===== src/bsp_pkg.sv =====
// Purpose: Shared constants and carrier types for the shared-port and slave-port block.
// Assumes: AXI4-Lite register access with 32-bit data, one register per aligned word.
// Notes:   Byte addresses, field positions and reset values live here, except those of remap and the slave-port flags.
package bsp_pkg;

    // ************************************************************
    // Register byte addresses
    // ************************************************************
    localparam int ADDR_W = 8;
    localparam logic [7:0] OFS_HI_DIR = 8'h00;
    localparam logic [7:0] OFS_HI_PINS = 8'h04;
    localparam logic [7:0] OFS_HI_LATCH = 8'h08;
    localparam logic [7:0] OFS_BC_PINS = 8'h0c;
    localparam logic [7:0] OFS_BC_LATCH = 8'h10;
    localparam logic [7:0] OFS_BC_DIR = 8'h14;
    localparam logic [7:0] OFS_SP_CTRL = 8'h18;
    localparam logic [7:0] OFS_SP_DATA = 8'h1c;
    localparam logic [7:0] OFS_MEM_CTRL = 8'h20;
    localparam logic [7:0] OFS_ANA_CFG = 8'h24;

    // ************************************************************
    // Field positions
    // ************************************************************
    localparam int SP_FULL_BIT = 7;
    localparam int SP_OBF_BIT = 6;
    localparam int SP_OVF_BIT = 5;
    localparam int SP_MODE_BIT = 4;
    localparam int MEM_BUS_DIS_BIT = 7;
    localparam int ANA_REMAP_BIT = 7;
    localparam int ANA_HI_LSB = 3;
    localparam int ANA_PCFG_LSB = 0;

    // ************************************************************
    // Reset values, response codes and synchroniser width
    // ************************************************************
    localparam logic [7:0] RST_DIR = 8'hff;
    localparam logic [7:0] RST_LATCH = 8'h00;
    localparam logic [3:0] RST_ANA_HI = 4'hf;
    localparam logic [2:0] RST_PCFG = 3'h0;
    localparam logic RST_BUS_DIS = 1'b0;
    localparam logic [1:0] RESP_OKAY = 2'h0;
    localparam logic [1:0] RESP_SLVERR = 2'h2;
    localparam int SYNC_W = 27;

    // ************************************************************
    // Carrier types
    // ************************************************************
    typedef struct packed {
        logic [7:0] o;
        logic [7:0] oe;
    } bsp_pin_drv_t;

    typedef struct packed {
        logic [3:0] ttl_hi;
        logic ttl_ctl;
        logic [3:0] analog_hi;
        logic [2:0] digital_ctl;
    } bsp_buf_cfg_t;

endpackage : bsp_pkg


===== src/bsp_ports.sv =====
// Purpose: Two shared I/O ports (high address, bus control) plus the 8-bit parallel slave port.
// Assumes: One 250 MHz clock; slave strobes and all pins are asynchronous and synchronised here.
// Notes:   Peripheral overrides act on the pin drivers only, never on the stored direction.
// Contract
// - Bus-control direction bit one makes that pin's driver high impedance.
// - Bus-control direction bit zero drives the pin from its latch bit.
// - Latch register reads return stored latch value, not pin level.
// - Bus-control port is general I/O only while the external bus is off.
// - Bus mode puts the eight memory strobes on bits 0..7 in fixed order.
// - Bus mode drives high-address bits 0..3 with address 16..19, else I/O.
// - High-address bits 4..7 are I/O, analog 12..15 or PWM outputs.
// - Low high-address pins use Schmitt in I/O, TTL in bus or slave mode.
// - PWM outputs use high-address pins when remap clear, alternate pins when set.
// - Peripheral direction override never alters the stored direction register.
// - Slave-port mode bit makes the data port an async 8-bit slave port.
// - Slave mode uses control pins 0,1,2 as active-low read, write, select.
// - Slave write happens when select and write are first seen low together.
// - Slave read happens when select and read are first seen low together.
// - Slave-mode control inputs use TTL buffers.
// - Slave port works only with the external memory bus unused.
// - Received word sets full flag; write before read sets overflow, software clears.
// - Memory control picks I/O or bus for low high-address pins; bus at reset.
//
// Our own choices: the AXI4-Lite slave port and the address map.
`timescale 1ns/1ps
module bsp_ports (
    // Clock and reset
    input wire logic aclk,
    input wire logic aresetn,
    // AXI4-Lite write address and data
    input wire logic [bsp_pkg::ADDR_W-1:0] s_axi_awaddr,
    input wire logic s_axi_awvalid,
    output logic s_axi_awready,
    input wire logic [31:0] s_axi_wdata,
    input wire logic [3:0] s_axi_wstrb,
    input wire logic s_axi_wvalid,
    output logic s_axi_wready,
    // AXI4-Lite write response
    output logic [1:0] s_axi_bresp,
    output logic s_axi_bvalid,
    input wire logic s_axi_bready,
    // AXI4-Lite read
    input wire logic [bsp_pkg::ADDR_W-1:0] s_axi_araddr,
    input wire logic s_axi_arvalid,
    output logic s_axi_arready,
    output logic [31:0] s_axi_rdata,
    output logic [1:0] s_axi_rresp,
    output logic s_axi_rvalid,
    input wire logic s_axi_rready,
    // External memory interface signals to place on the pins
    input wire logic [7:0] emi_ctrl,
    input wire logic [3:0] emi_addr_hi,
    // PWM outputs: order pwm3_output_c, pwm3_output_b, pwm1_output_c, pwm1_output_b
    input wire logic [3:0] pwm_out,
    input wire logic [3:0] pwm_en,
    output bsp_pkg::bsp_pin_drv_t pwm_alt_drv,
    // High-address port pins
    input wire logic [7:0] high_addr_pin_i,
    output bsp_pkg::bsp_pin_drv_t high_addr_drv,
    // Bus-control port pins
    input wire logic [7:0] bus_ctrl_pin_i,
    output bsp_pkg::bsp_pin_drv_t bus_ctrl_drv,
    // Slave data port pins and control strobes
    input wire logic [7:0] slave_data_pin_i,
    output bsp_pkg::bsp_pin_drv_t slave_data_drv,
    input wire logic slave_rd_n,
    input wire logic slave_wr_n,
    input wire logic slave_cs_n,
    // Input buffer and analog selection towards the pads
    output bsp_pkg::bsp_buf_cfg_t buf_cfg
);
    import bsp_pkg::*;

    // ************************************************************
    // Input synchronisers
    // ************************************************************
    logic [SYNC_W-1:0] sync_meta;
    logic [SYNC_W-1:0] sync_out;
    logic [7:0] hi_pin_s;
    logic [7:0] bc_pin_s;
    logic [7:0] sd_pin_s;
    logic rd_n_s;
    logic wr_n_s;
    logic cs_n_s;

    // Two stages on every outside level; only the second stage is read
    always_ff @(posedge aclk) begin
        if (!aresetn) begin
            sync_meta <= '1;
            sync_out <= '1;
        end else begin
            sync_meta <= {high_addr_pin_i, bus_ctrl_pin_i, slave_data_pin_i, slave_rd_n, slave_wr_n, slave_cs_n};
            sync_out <= sync_meta;
        end
    end
    assign {hi_pin_s, bc_pin_s, sd_pin_s, rd_n_s, wr_n_s, cs_n_s} = sync_out;

    // ************************************************************
    // Bus channel state
    // ************************************************************
    logic aw_held, next_aw_held;
    logic w_held, next_w_held;
    logic [ADDR_W-1:0] awaddr_q, next_awaddr_q;
    logic [7:0] wdata_q, next_wdata_q;
    logic wstrb_q, next_wstrb_q;
    logic bvalid, next_bvalid;
    logic [1:0] bresp, next_bresp;
    logic rvalid, next_rvalid;
    logic [31:0] rdata, next_rdata;
    logic [1:0] rresp, next_rresp;
    logic ar_fire;
    logic wr_do;
    logic [7:0] rd_val;
    logic rd_hit;
    logic wr_hit;

    assign s_axi_awready = !aw_held;
    assign s_axi_wready = !w_held;
    assign s_axi_arready = !rvalid;
    assign ar_fire = s_axi_arvalid && !rvalid;
    // Commit one cycle after both halves are held; a pending response blocks the next commit
    assign wr_do = aw_held && w_held && !bvalid;

    // ************************************************************
    // Register and slave-port state
    // ************************************************************
    logic [7:0] hi_dir, next_hi_dir;
    logic [7:0] hi_latch, next_hi_latch;
    logic [7:0] bc_dir, next_bc_dir;
    logic [7:0] bc_latch, next_bc_latch;
    logic bus_dis, next_bus_dis;
    logic [3:0] ana_hi, next_ana_hi;
    logic [2:0] pcfg, next_pcfg;
    logic remap, next_remap;
    logic sp_mode, next_sp_mode;
    logic in_full, next_in_full;
    logic obf, next_obf;
    logic in_ovf, next_in_ovf;
    logic [7:0] sp_in, next_sp_in;
    logic [7:0] sp_out, next_sp_out;
    logic wr_low_q, next_wr_low_q;
    logic rd_low_q, next_rd_low_q;
    logic sp_on;
    logic wr_low;
    logic rd_low;
    logic sp_wr_start;
    logic sp_rd_start;

    // Slave port only without the external bus
    assign sp_on = sp_mode && bus_dis;
    assign wr_low = sp_on && !cs_n_s && !wr_n_s;
    assign rd_low = sp_on && !cs_n_s && !rd_n_s;
    // First cycle of the joint low level; a held strobe counts once
    assign sp_wr_start = wr_low && !wr_low_q;
    assign sp_rd_start = rd_low && !rd_low_q;
    assign wr_hit = wr_do && wstrb_q;

    // Read mux; pin registers show pin level except analog high-address bits, which read zero; latch registers show the latch
    always_comb begin
        rd_hit = 1'b1;
        rd_val = 8'h00;
        unique case (s_axi_araddr)
            OFS_HI_DIR: rd_val = hi_dir;
            OFS_HI_PINS: rd_val = hi_pin_s & {~ana_hi, 4'hf};
            OFS_HI_LATCH: rd_val = hi_latch;
            OFS_BC_PINS: rd_val = bc_pin_s;
            OFS_BC_LATCH: rd_val = bc_latch;
            OFS_BC_DIR: rd_val = bc_dir;
            OFS_SP_CTRL: rd_val = {in_full, obf, in_ovf, sp_mode, 4'h0};
            OFS_SP_DATA: rd_val = sp_in;
            OFS_MEM_CTRL: rd_val = {bus_dis, 7'h00};
            OFS_ANA_CFG: rd_val = {remap, ana_hi, pcfg};
            default: rd_hit = 1'b0;
        endcase
    end

    // Bus channel next state
    always_comb begin
        next_aw_held = aw_held;
        next_w_held = w_held;
        next_awaddr_q = awaddr_q;
        next_wdata_q = wdata_q;
        next_wstrb_q = wstrb_q;
        next_bvalid = bvalid;
        next_bresp = bresp;
        next_rvalid = rvalid;
        next_rdata = rdata;
        next_rresp = rresp;
        if (s_axi_awvalid && !aw_held) begin
            next_aw_held = 1'b1;
            next_awaddr_q = s_axi_awaddr;
        end
        if (s_axi_wvalid && !w_held) begin
            next_w_held = 1'b1;
            next_wdata_q = s_axi_wdata[7:0];
            next_wstrb_q = s_axi_wstrb[0];
        end
        if (bvalid && s_axi_bready) begin
            next_bvalid = 1'b0;
        end
        if (wr_do) begin
            next_aw_held = 1'b0;
            next_w_held = 1'b0;
            next_bvalid = 1'b1;
            next_bresp = (awaddr_q[1:0] == 2'h0 && awaddr_q <= OFS_ANA_CFG) ? RESP_OKAY : RESP_SLVERR;
        end
        if (rvalid && s_axi_rready) begin
            next_rvalid = 1'b0;
        end
        if (ar_fire) begin
            next_rvalid = 1'b1;
            next_rdata = {24'h000000, rd_val};
            next_rresp = rd_hit ? RESP_OKAY : RESP_SLVERR;
        end
    end

    always_ff @(posedge aclk) begin
        if (!aresetn) begin
            aw_held <= 1'b0;
            w_held <= 1'b0;
            awaddr_q <= '0;
            wdata_q <= 8'h00;
            wstrb_q <= 1'b0;
            bvalid <= 1'b0;
            bresp <= RESP_OKAY;
            rvalid <= 1'b0;
            rdata <= 32'h00000000;
            rresp <= RESP_OKAY;
        end else begin
            aw_held <= next_aw_held;
            w_held <= next_w_held;
            awaddr_q <= next_awaddr_q;
            wdata_q <= next_wdata_q;
            wstrb_q <= next_wstrb_q;
            bvalid <= next_bvalid;
            bresp <= next_bresp;
            rvalid <= next_rvalid;
            rdata <= next_rdata;
            rresp <= next_rresp;
        end
    end
    assign s_axi_bvalid = bvalid;
    assign s_axi_bresp = bresp;
    assign s_axi_rvalid = rvalid;
    assign s_axi_rdata = rdata;
    assign s_axi_rresp = rresp;

    // Register and slave-port next state; hardware sets win over software clears
    always_comb begin
        next_hi_dir = hi_dir;
        next_hi_latch = hi_latch;
        next_bc_dir = bc_dir;
        next_bc_latch = bc_latch;
        next_bus_dis = bus_dis;
        next_ana_hi = ana_hi;
        next_pcfg = pcfg;
        next_remap = remap;
        next_sp_mode = sp_mode;
        next_in_full = in_full;
        next_obf = obf;
        next_in_ovf = in_ovf;
        next_sp_in = sp_in;
        next_sp_out = sp_out;
        next_wr_low_q = wr_low;
        next_rd_low_q = rd_low;
        if (wr_hit) begin
            unique case (awaddr_q)
                OFS_HI_DIR: next_hi_dir = wdata_q;
                OFS_HI_PINS, OFS_HI_LATCH: next_hi_latch = wdata_q;
                OFS_BC_PINS, OFS_BC_LATCH: next_bc_latch = wdata_q;
                OFS_BC_DIR: next_bc_dir = wdata_q;
                OFS_SP_CTRL: begin
                    next_in_ovf = wdata_q[SP_OVF_BIT];
                    next_sp_mode = wdata_q[SP_MODE_BIT];
                end
                OFS_SP_DATA: begin
                    next_sp_out = wdata_q;
                    next_obf = 1'b1;
                end
                OFS_MEM_CTRL: next_bus_dis = wdata_q[MEM_BUS_DIS_BIT];
                OFS_ANA_CFG: begin
                    next_remap = wdata_q[ANA_REMAP_BIT];
                    next_ana_hi = wdata_q[ANA_HI_LSB +: 4];
                    next_pcfg = wdata_q[ANA_PCFG_LSB +: 3];
                end
                default: begin
                end
            endcase
        end
        // Software reading the received word empties the input buffer
        if (ar_fire && s_axi_araddr == OFS_SP_DATA) begin
            next_in_full = 1'b0;
        end
        if (sp_wr_start) begin
            next_sp_in = sd_pin_s;
            next_in_full = 1'b1;
            if (in_full) begin
                next_in_ovf = 1'b1;
            end
        end
        if (sp_rd_start) begin
            next_obf = 1'b0;
        end
    end

    always_ff @(posedge aclk) begin
        if (!aresetn) begin
            hi_dir <= RST_DIR;
            hi_latch <= RST_LATCH;
            bc_dir <= RST_DIR;
            bc_latch <= RST_LATCH;
            bus_dis <= RST_BUS_DIS;
            ana_hi <= RST_ANA_HI;
            pcfg <= RST_PCFG;
            remap <= 1'b0;
            sp_mode <= 1'b0;
            in_full <= 1'b0;
            obf <= 1'b0;
            in_ovf <= 1'b0;
            sp_in <= RST_LATCH;
            sp_out <= RST_LATCH;
            wr_low_q <= 1'b0;
            rd_low_q <= 1'b0;
        end else begin
            hi_dir <= next_hi_dir;
            hi_latch <= next_hi_latch;
            bc_dir <= next_bc_dir;
            bc_latch <= next_bc_latch;
            bus_dis <= next_bus_dis;
            ana_hi <= next_ana_hi;
            pcfg <= next_pcfg;
            remap <= next_remap;
            sp_mode <= next_sp_mode;
            in_full <= next_in_full;
            obf <= next_obf;
            in_ovf <= next_in_ovf;
            sp_in <= next_sp_in;
            sp_out <= next_sp_out;
            wr_low_q <= next_wr_low_q;
            rd_low_q <= next_rd_low_q;
        end
    end

    // ************************************************************
    // Pin drivers; overrides stay out of the direction registers
    // ************************************************************
    always_comb begin
        // Bus-control port: memory strobes in bus mode, general I/O otherwise
        if (!bus_dis) begin
            bus_ctrl_drv.o = emi_ctrl;
            bus_ctrl_drv.oe = 8'hff;
        end else begin
            bus_ctrl_drv.o = bc_latch;
            bus_ctrl_drv.oe = ~bc_dir;
        end
        // High-address low nibble: upper address bits or I/O
        if (!bus_dis) begin
            high_addr_drv.o[3:0] = emi_addr_hi;
            high_addr_drv.oe[3:0] = 4'hf;
        end else begin
            high_addr_drv.o[3:0] = hi_latch[3:0];
            high_addr_drv.oe[3:0] = ~hi_dir[3:0];
        end
        // High nibble: analog wins, then PWM when not remapped, then I/O
        for (int i = 0; i < 4; i++) begin
            if (ana_hi[i]) begin
                high_addr_drv.o[4+i] = 1'b0;
                high_addr_drv.oe[4+i] = 1'b0;
            end else if (pwm_en[i] && !remap) begin
                high_addr_drv.o[4+i] = pwm_out[i];
                high_addr_drv.oe[4+i] = 1'b1;
            end else begin
                high_addr_drv.o[4+i] = hi_latch[4+i];
                high_addr_drv.oe[4+i] = !hi_dir[4+i];
            end
        end
    end

    // Alternate PWM pins and slave data bus
    assign pwm_alt_drv.o = {4'h0, pwm_out};
    assign pwm_alt_drv.oe = {4'h0, pwm_en & {4{remap}}};
    assign slave_data_drv.o = sp_out;
    assign slave_data_drv.oe = {8{rd_low}};

    // Pad buffer selection; TTL only needed where an outside bus is sampled
    assign buf_cfg.ttl_hi = {4{!bus_dis || sp_on}};
    assign buf_cfg.ttl_ctl = sp_on;
    assign buf_cfg.analog_hi = ana_hi;
    assign buf_cfg.digital_ctl = pcfg;
endmodule : bsp_ports


===== config.mk =====
export PLATFORM = sky130hd
export DESIGN_NAME = bsp_ports
export DESIGN_NICKNAME = d
export VERILOG_FILES = /design/src/bsp_pkg.sv /design/src/bsp_ports.sv
export SDC_FILE = /design/constraint.sdc
export NUM_CORES = 1
export LEC_CHECK = 0
export BUFFER_PORTS_ARGS = -buffer_cell sky130_fd_sc_hd__clkbuf_2
export CAP_MARGIN = 20
export CORE_ASPECT_RATIO = 1.1
export CORE_UTILIZATION = 55
export CTS_BUF_LIST = sky130_fd_sc_hd__clkbuf_2 sky130_fd_sc_hd__clkbuf_4 sky130_fd_sc_hd__clkbuf_8
export DETAILED_ROUTE_END_ITERATION = 16
export MAX_ROUTING_LAYER = met4
export PLACE_DENSITY = 0.89
export SLEW_MARGIN = 20
export SYNTH_ARGS = -nofsm -noshare
export SYNTH_HDL_FRONTEND = slang
export SYNTH_SLANG_ARGS = --single-unit

===== constraint.sdc =====
create_clock -name aclk -period 5.3 [get_ports aclk]
set_input_delay 1.06 -clock aclk [delete_from_list [all_inputs] [get_ports aclk]]
set_output_delay 1.06 -clock aclk [all_outputs]
set_load 0.005 [all_outputs]

==> results.json <==
{
  "rsz0062_at_grt": "no",
  "post_cts_resized": 0,
  "cts_buffers": 17,
  "syn-cell-area_um2": 6660,
  "fin_nets": 940,
  "switchingPower_uw": 532,
  "multi_input_area_um2": 3280,
  "cts_post_setup_buffers_inserted": 0,
  "cp-start-kind": "register",
  "fmax_ghz": 0.336,
  "dp_hpwl_mm": 11.5,
  "die-width_um": 107,
  "crit_fanout": 9,
  "setup_viol": 0,
  "path_cells": "nand2_1, nor3_1, clkbuf_2",
  "finalHoldViolations": 0,
  "clk_pin_slew_ns": 0.08,
  "synthFlopType": "dfxtp_1",
  "final.setup_skew_ns": 0.0128,
  "drc": 0,
  "vdd_drop_max_v": 0.000180,
  "routedWlPerCell_um": 15.9,
  "dieArea_um2": 12600,
  "port_buffers": 161,
  "hold_buffers": 0,
  "yosys_register_bits": 148,
  "synth-edff-count": 0,
  "crit_path_top_delay_cell": "nor3_1",
  "worst_slew_pin_slew_ns": 0.939,
  "grt_use_total_pct": 26.8,
  "htreeDepth": 4,
  "power_switching_share_pct": 22.3,
  "antenna_left": 0,
  "grt_pass1_vias": 5049,
  "relSlewSlack_pct": 36.5,
  "combPwrFrac_pct": 7.3,
  "cp_data_required_time_ns": 4.24,
  "hold_path_class": "reg2reg",
  "tritoncts": "built",
  "async_flop_share_pct": 0,
  "grt_max_degree": 92,
  "powerDensity_nw_per_um2": 306,
  "routed_wl_mm": 15.9,
  "clkLatencyLatePin_ns": 0.44,
  "core_um2": 11600,
  "rows": 41,
  "period_minus_slack_ns": 2.98,
  "critical_path.top_delay_family": "simple AND/OR/NAND/NOR gates",
  "drtPass1Iterations": 6,
  "grt_pass1_wl_mm": 25.5,
  "preCtsSetupSlack_ns": 2.26,
  "synth_cell_types": 61,
  "vias": 5403,
  "clockBufferDepth": 2,
  "syn_area_per_cell_um2": 9.44,
  "critical_path_buf_inv_count": 1,
  "drt-vias-per-instance": 5.42,
  "fill_cells": 907,
  "p_int_mw": 1.85,
  "reg2reg_slack_ns": 2.97,
  "worst_slack_ns": 2.32,
  "place_congestion": 0.901,
  "status": "complete, no violations",
  "drtIter0Drc": 409,
  "seqCellArea_um2": 2960,
  "finalCritPeriodShare_pct": 56.2,
  "start_util_pct": 57.2,
  "grt_overflow": 0,
  "fin_setup_tns_ns": 0,
  "design.portCount": 223,
  "end_kind": "primary output",
  "seq_power_share_pct": 48.9,
  "drv_slew": 0,
  "ys_seq_area_share_pct": 44.5,
  "layout-drive-gt1-share_pct": 26.9,
  "die_h_um": 117,
  "slowest_delay_ns": 0.63,
  "arrival_ns": 1.92,
  "power.leakage_nw": 3.25,
  "n_antenna_cell": 0,
  "p_clk_share_pct": 43.8,
  "cts_root_buffer": "clkbuf_8",
  "synthCells": 706,
  "clock_sinks": 148,
  "yosys_warnings": 0,
  "crit_type": "reg2out",
  "antenna_found_initial": 0,
  "syn_to_final_growth_pct": 17.0,
  "drv_cap": 0
}
[placed cells by master, fill, tap and decap left out, drive strengths merged, types with 3 or more instances in the layout]
| master | instances |
|---|---|
| a21boi | 18 |
| a21oi | 6 |
| a22oi | 4 |
| and2 | 6 |
| and3 | 5 |
| buf | 7 |
| bufinv | 6 |
| clkbuf | 180 |
| clkinv | 3 |
| conb | 34 |
| dfxtp | 148 |
| inv | 8 |
| mux2 | 12 |
| mux2i | 73 |
| nand2 | 70 |
| nand2b | 58 |
| nand3 | 27 |
| nand3b | 6 |
| nand4 | 4 |
| nor2 | 23 |
| nor2b | 54 |
| nor3 | 7 |
| nor4 | 11 |
| nor4b | 3 |
| o211ai | 4 |
| o21ai | 18 |
| o2bb2ai | 3 |
| o311a | 4 |
| or3b | 4 |
| or4 | 5 |
[cells in the mapped netlist, drive strengths merged (4+ instances only)]
| cell type | count | share of area [%] |
|---|---|---|
| a21boi | 18 | 2.0 |
| a21oi | 6 | 0.45 |
| a22oi | 4 | 0.45 |
| and2 | 6 | 0.56 |
| and3 | 5 | 0.47 |
| buf | 63 | 6.5 |
| clkbuf | 28 | 1.6 |
| dfxtp | 148 | 44 |
| inv | 7 | 0.39 |
| mux2 | 12 | 2.0 |
| mux2i | 73 | 11 |
| nand2 | 70 | 3.9 |
| nand2b | 58 | 5.4 |
| nand3 | 27 | 2.0 |
| nand3b | 6 | 0.68 |
| nand4 | 4 | 0.38 |
| nor2 | 23 | 1.3 |
| nor2b | 54 | 5.1 |
| nor3 | 7 | 0.53 |
| nor4 | 11 | 1.6 |
| o211ai | 4 | 0.45 |
| o21ai | 18 | 1.4 |
| o311a | 4 | 0.60 |
| or3b | 4 | 0.53 |
| or4 | 5 | 0.62 |
[final timing paths]
path,from,to,cells after the start
worst max-delay path,sp_mode$_SDFFE_PN0P_,slave_data_drv[6],3
worst min-delay path,sync_meta[0]$_SDFF_PN1_,sync_out[0]$_SDFF_PN1_,1
worst max register to register,s_axi_bvalid$_SDFFE_PN0P_,hi_dir[2]$_SDFFE_PN1P_,4
worst min register to register,sync_meta[0]$_SDFF_PN1_,sync_out[0]$_SDFF_PN1_,1
[layer usage]
metal | global-route usage (%) | vias to the layer above | part of all wire [%]
met4 | 12.2 | 0 | 3.5
li1 | - | 2604 | -
met5 | - | - | 0
met3 | 7.23 | 49 | 7.9
met2 | 43.2 | 295 | 48
met1 | 31.0 | 2455 | 40
[through the flow]
stage | cells | hold slack (ns) | util, % | area, µm² | power, mW
floorplan | 739 | 0.386 | - | 6790 | 1.32
global placement | 965 | 0.389 | 62.8 | 7310 | 1.36
detailed placement | 965 | 0.392 | 62.8 | 7310 | 1.36
CTS | 997 | 0.407 | 67.0 | 7800 | 2.40
global route | 997 | 0.428 | 67.0 | 7800 | 2.47
finish | 997 | 0.402 | 67.0 | 7800 | 2.39
[logic make-up (layout without fill, tap and decap cells)]
family,after synthesis,count (layout),share of synthesized area [%]
other,1,34,0.0563
AND/OR/NAND/NOR,293,293,24.8
XOR/XNOR,1,1,0.131
multiplexers,86,86,13.3
buffers and inverters,98,206,8.47
flip-flops,148,148,44.5
AO/OA/AOI/OAI,79,79,8.79
[worst register-to-register path: stages, from the launching register on]
cell and delay [ns]:
dfxtp_1 0.33, nand4b_1 0.56, nor4_4 0.93, mux2i_1 0.28, nand2_1 0.07
[layout make-up]
type / instances / share of cell area (%)
clock inverters: 12 / 2.90
well taps: 150 / 2.41
clock buffers: 20 / 3.37
repair buffers: 167 / 10.9
multi-input cells: 493 / 42.1
flip-flops and latches: 148 / 38.0
inverters: 7 / 0.337
[power by group through the flow]
stage / logic, mW / clock network (mW) / registers (mW)
after floorplan: 0.138 / 0 / 1.18
after global placement: 0.171 / 0 / 1.19
after detailed placement: 0.173 / 0 / 1.19
after CTS: 0.174 / 1.06 / 1.17
after global routing: 0.194 / 1.11 / 1.17
final: 0.175 / 1.05 / 1.17
[sequential cells by signal, summed over array words and instances, names as in the netlist, 3 cells and up]
register     cells
ana_hi           4
hi_dir           8
wdata_q          8
bc_latch         8
sync_out        27
awaddr_q         8
sp_out           8
sync_meta       27
sp_in            8
hi_latch         8
s_axi_rdata      8
bc_dir           8
pcfg             3
Power figures use the tool's default switching activity.
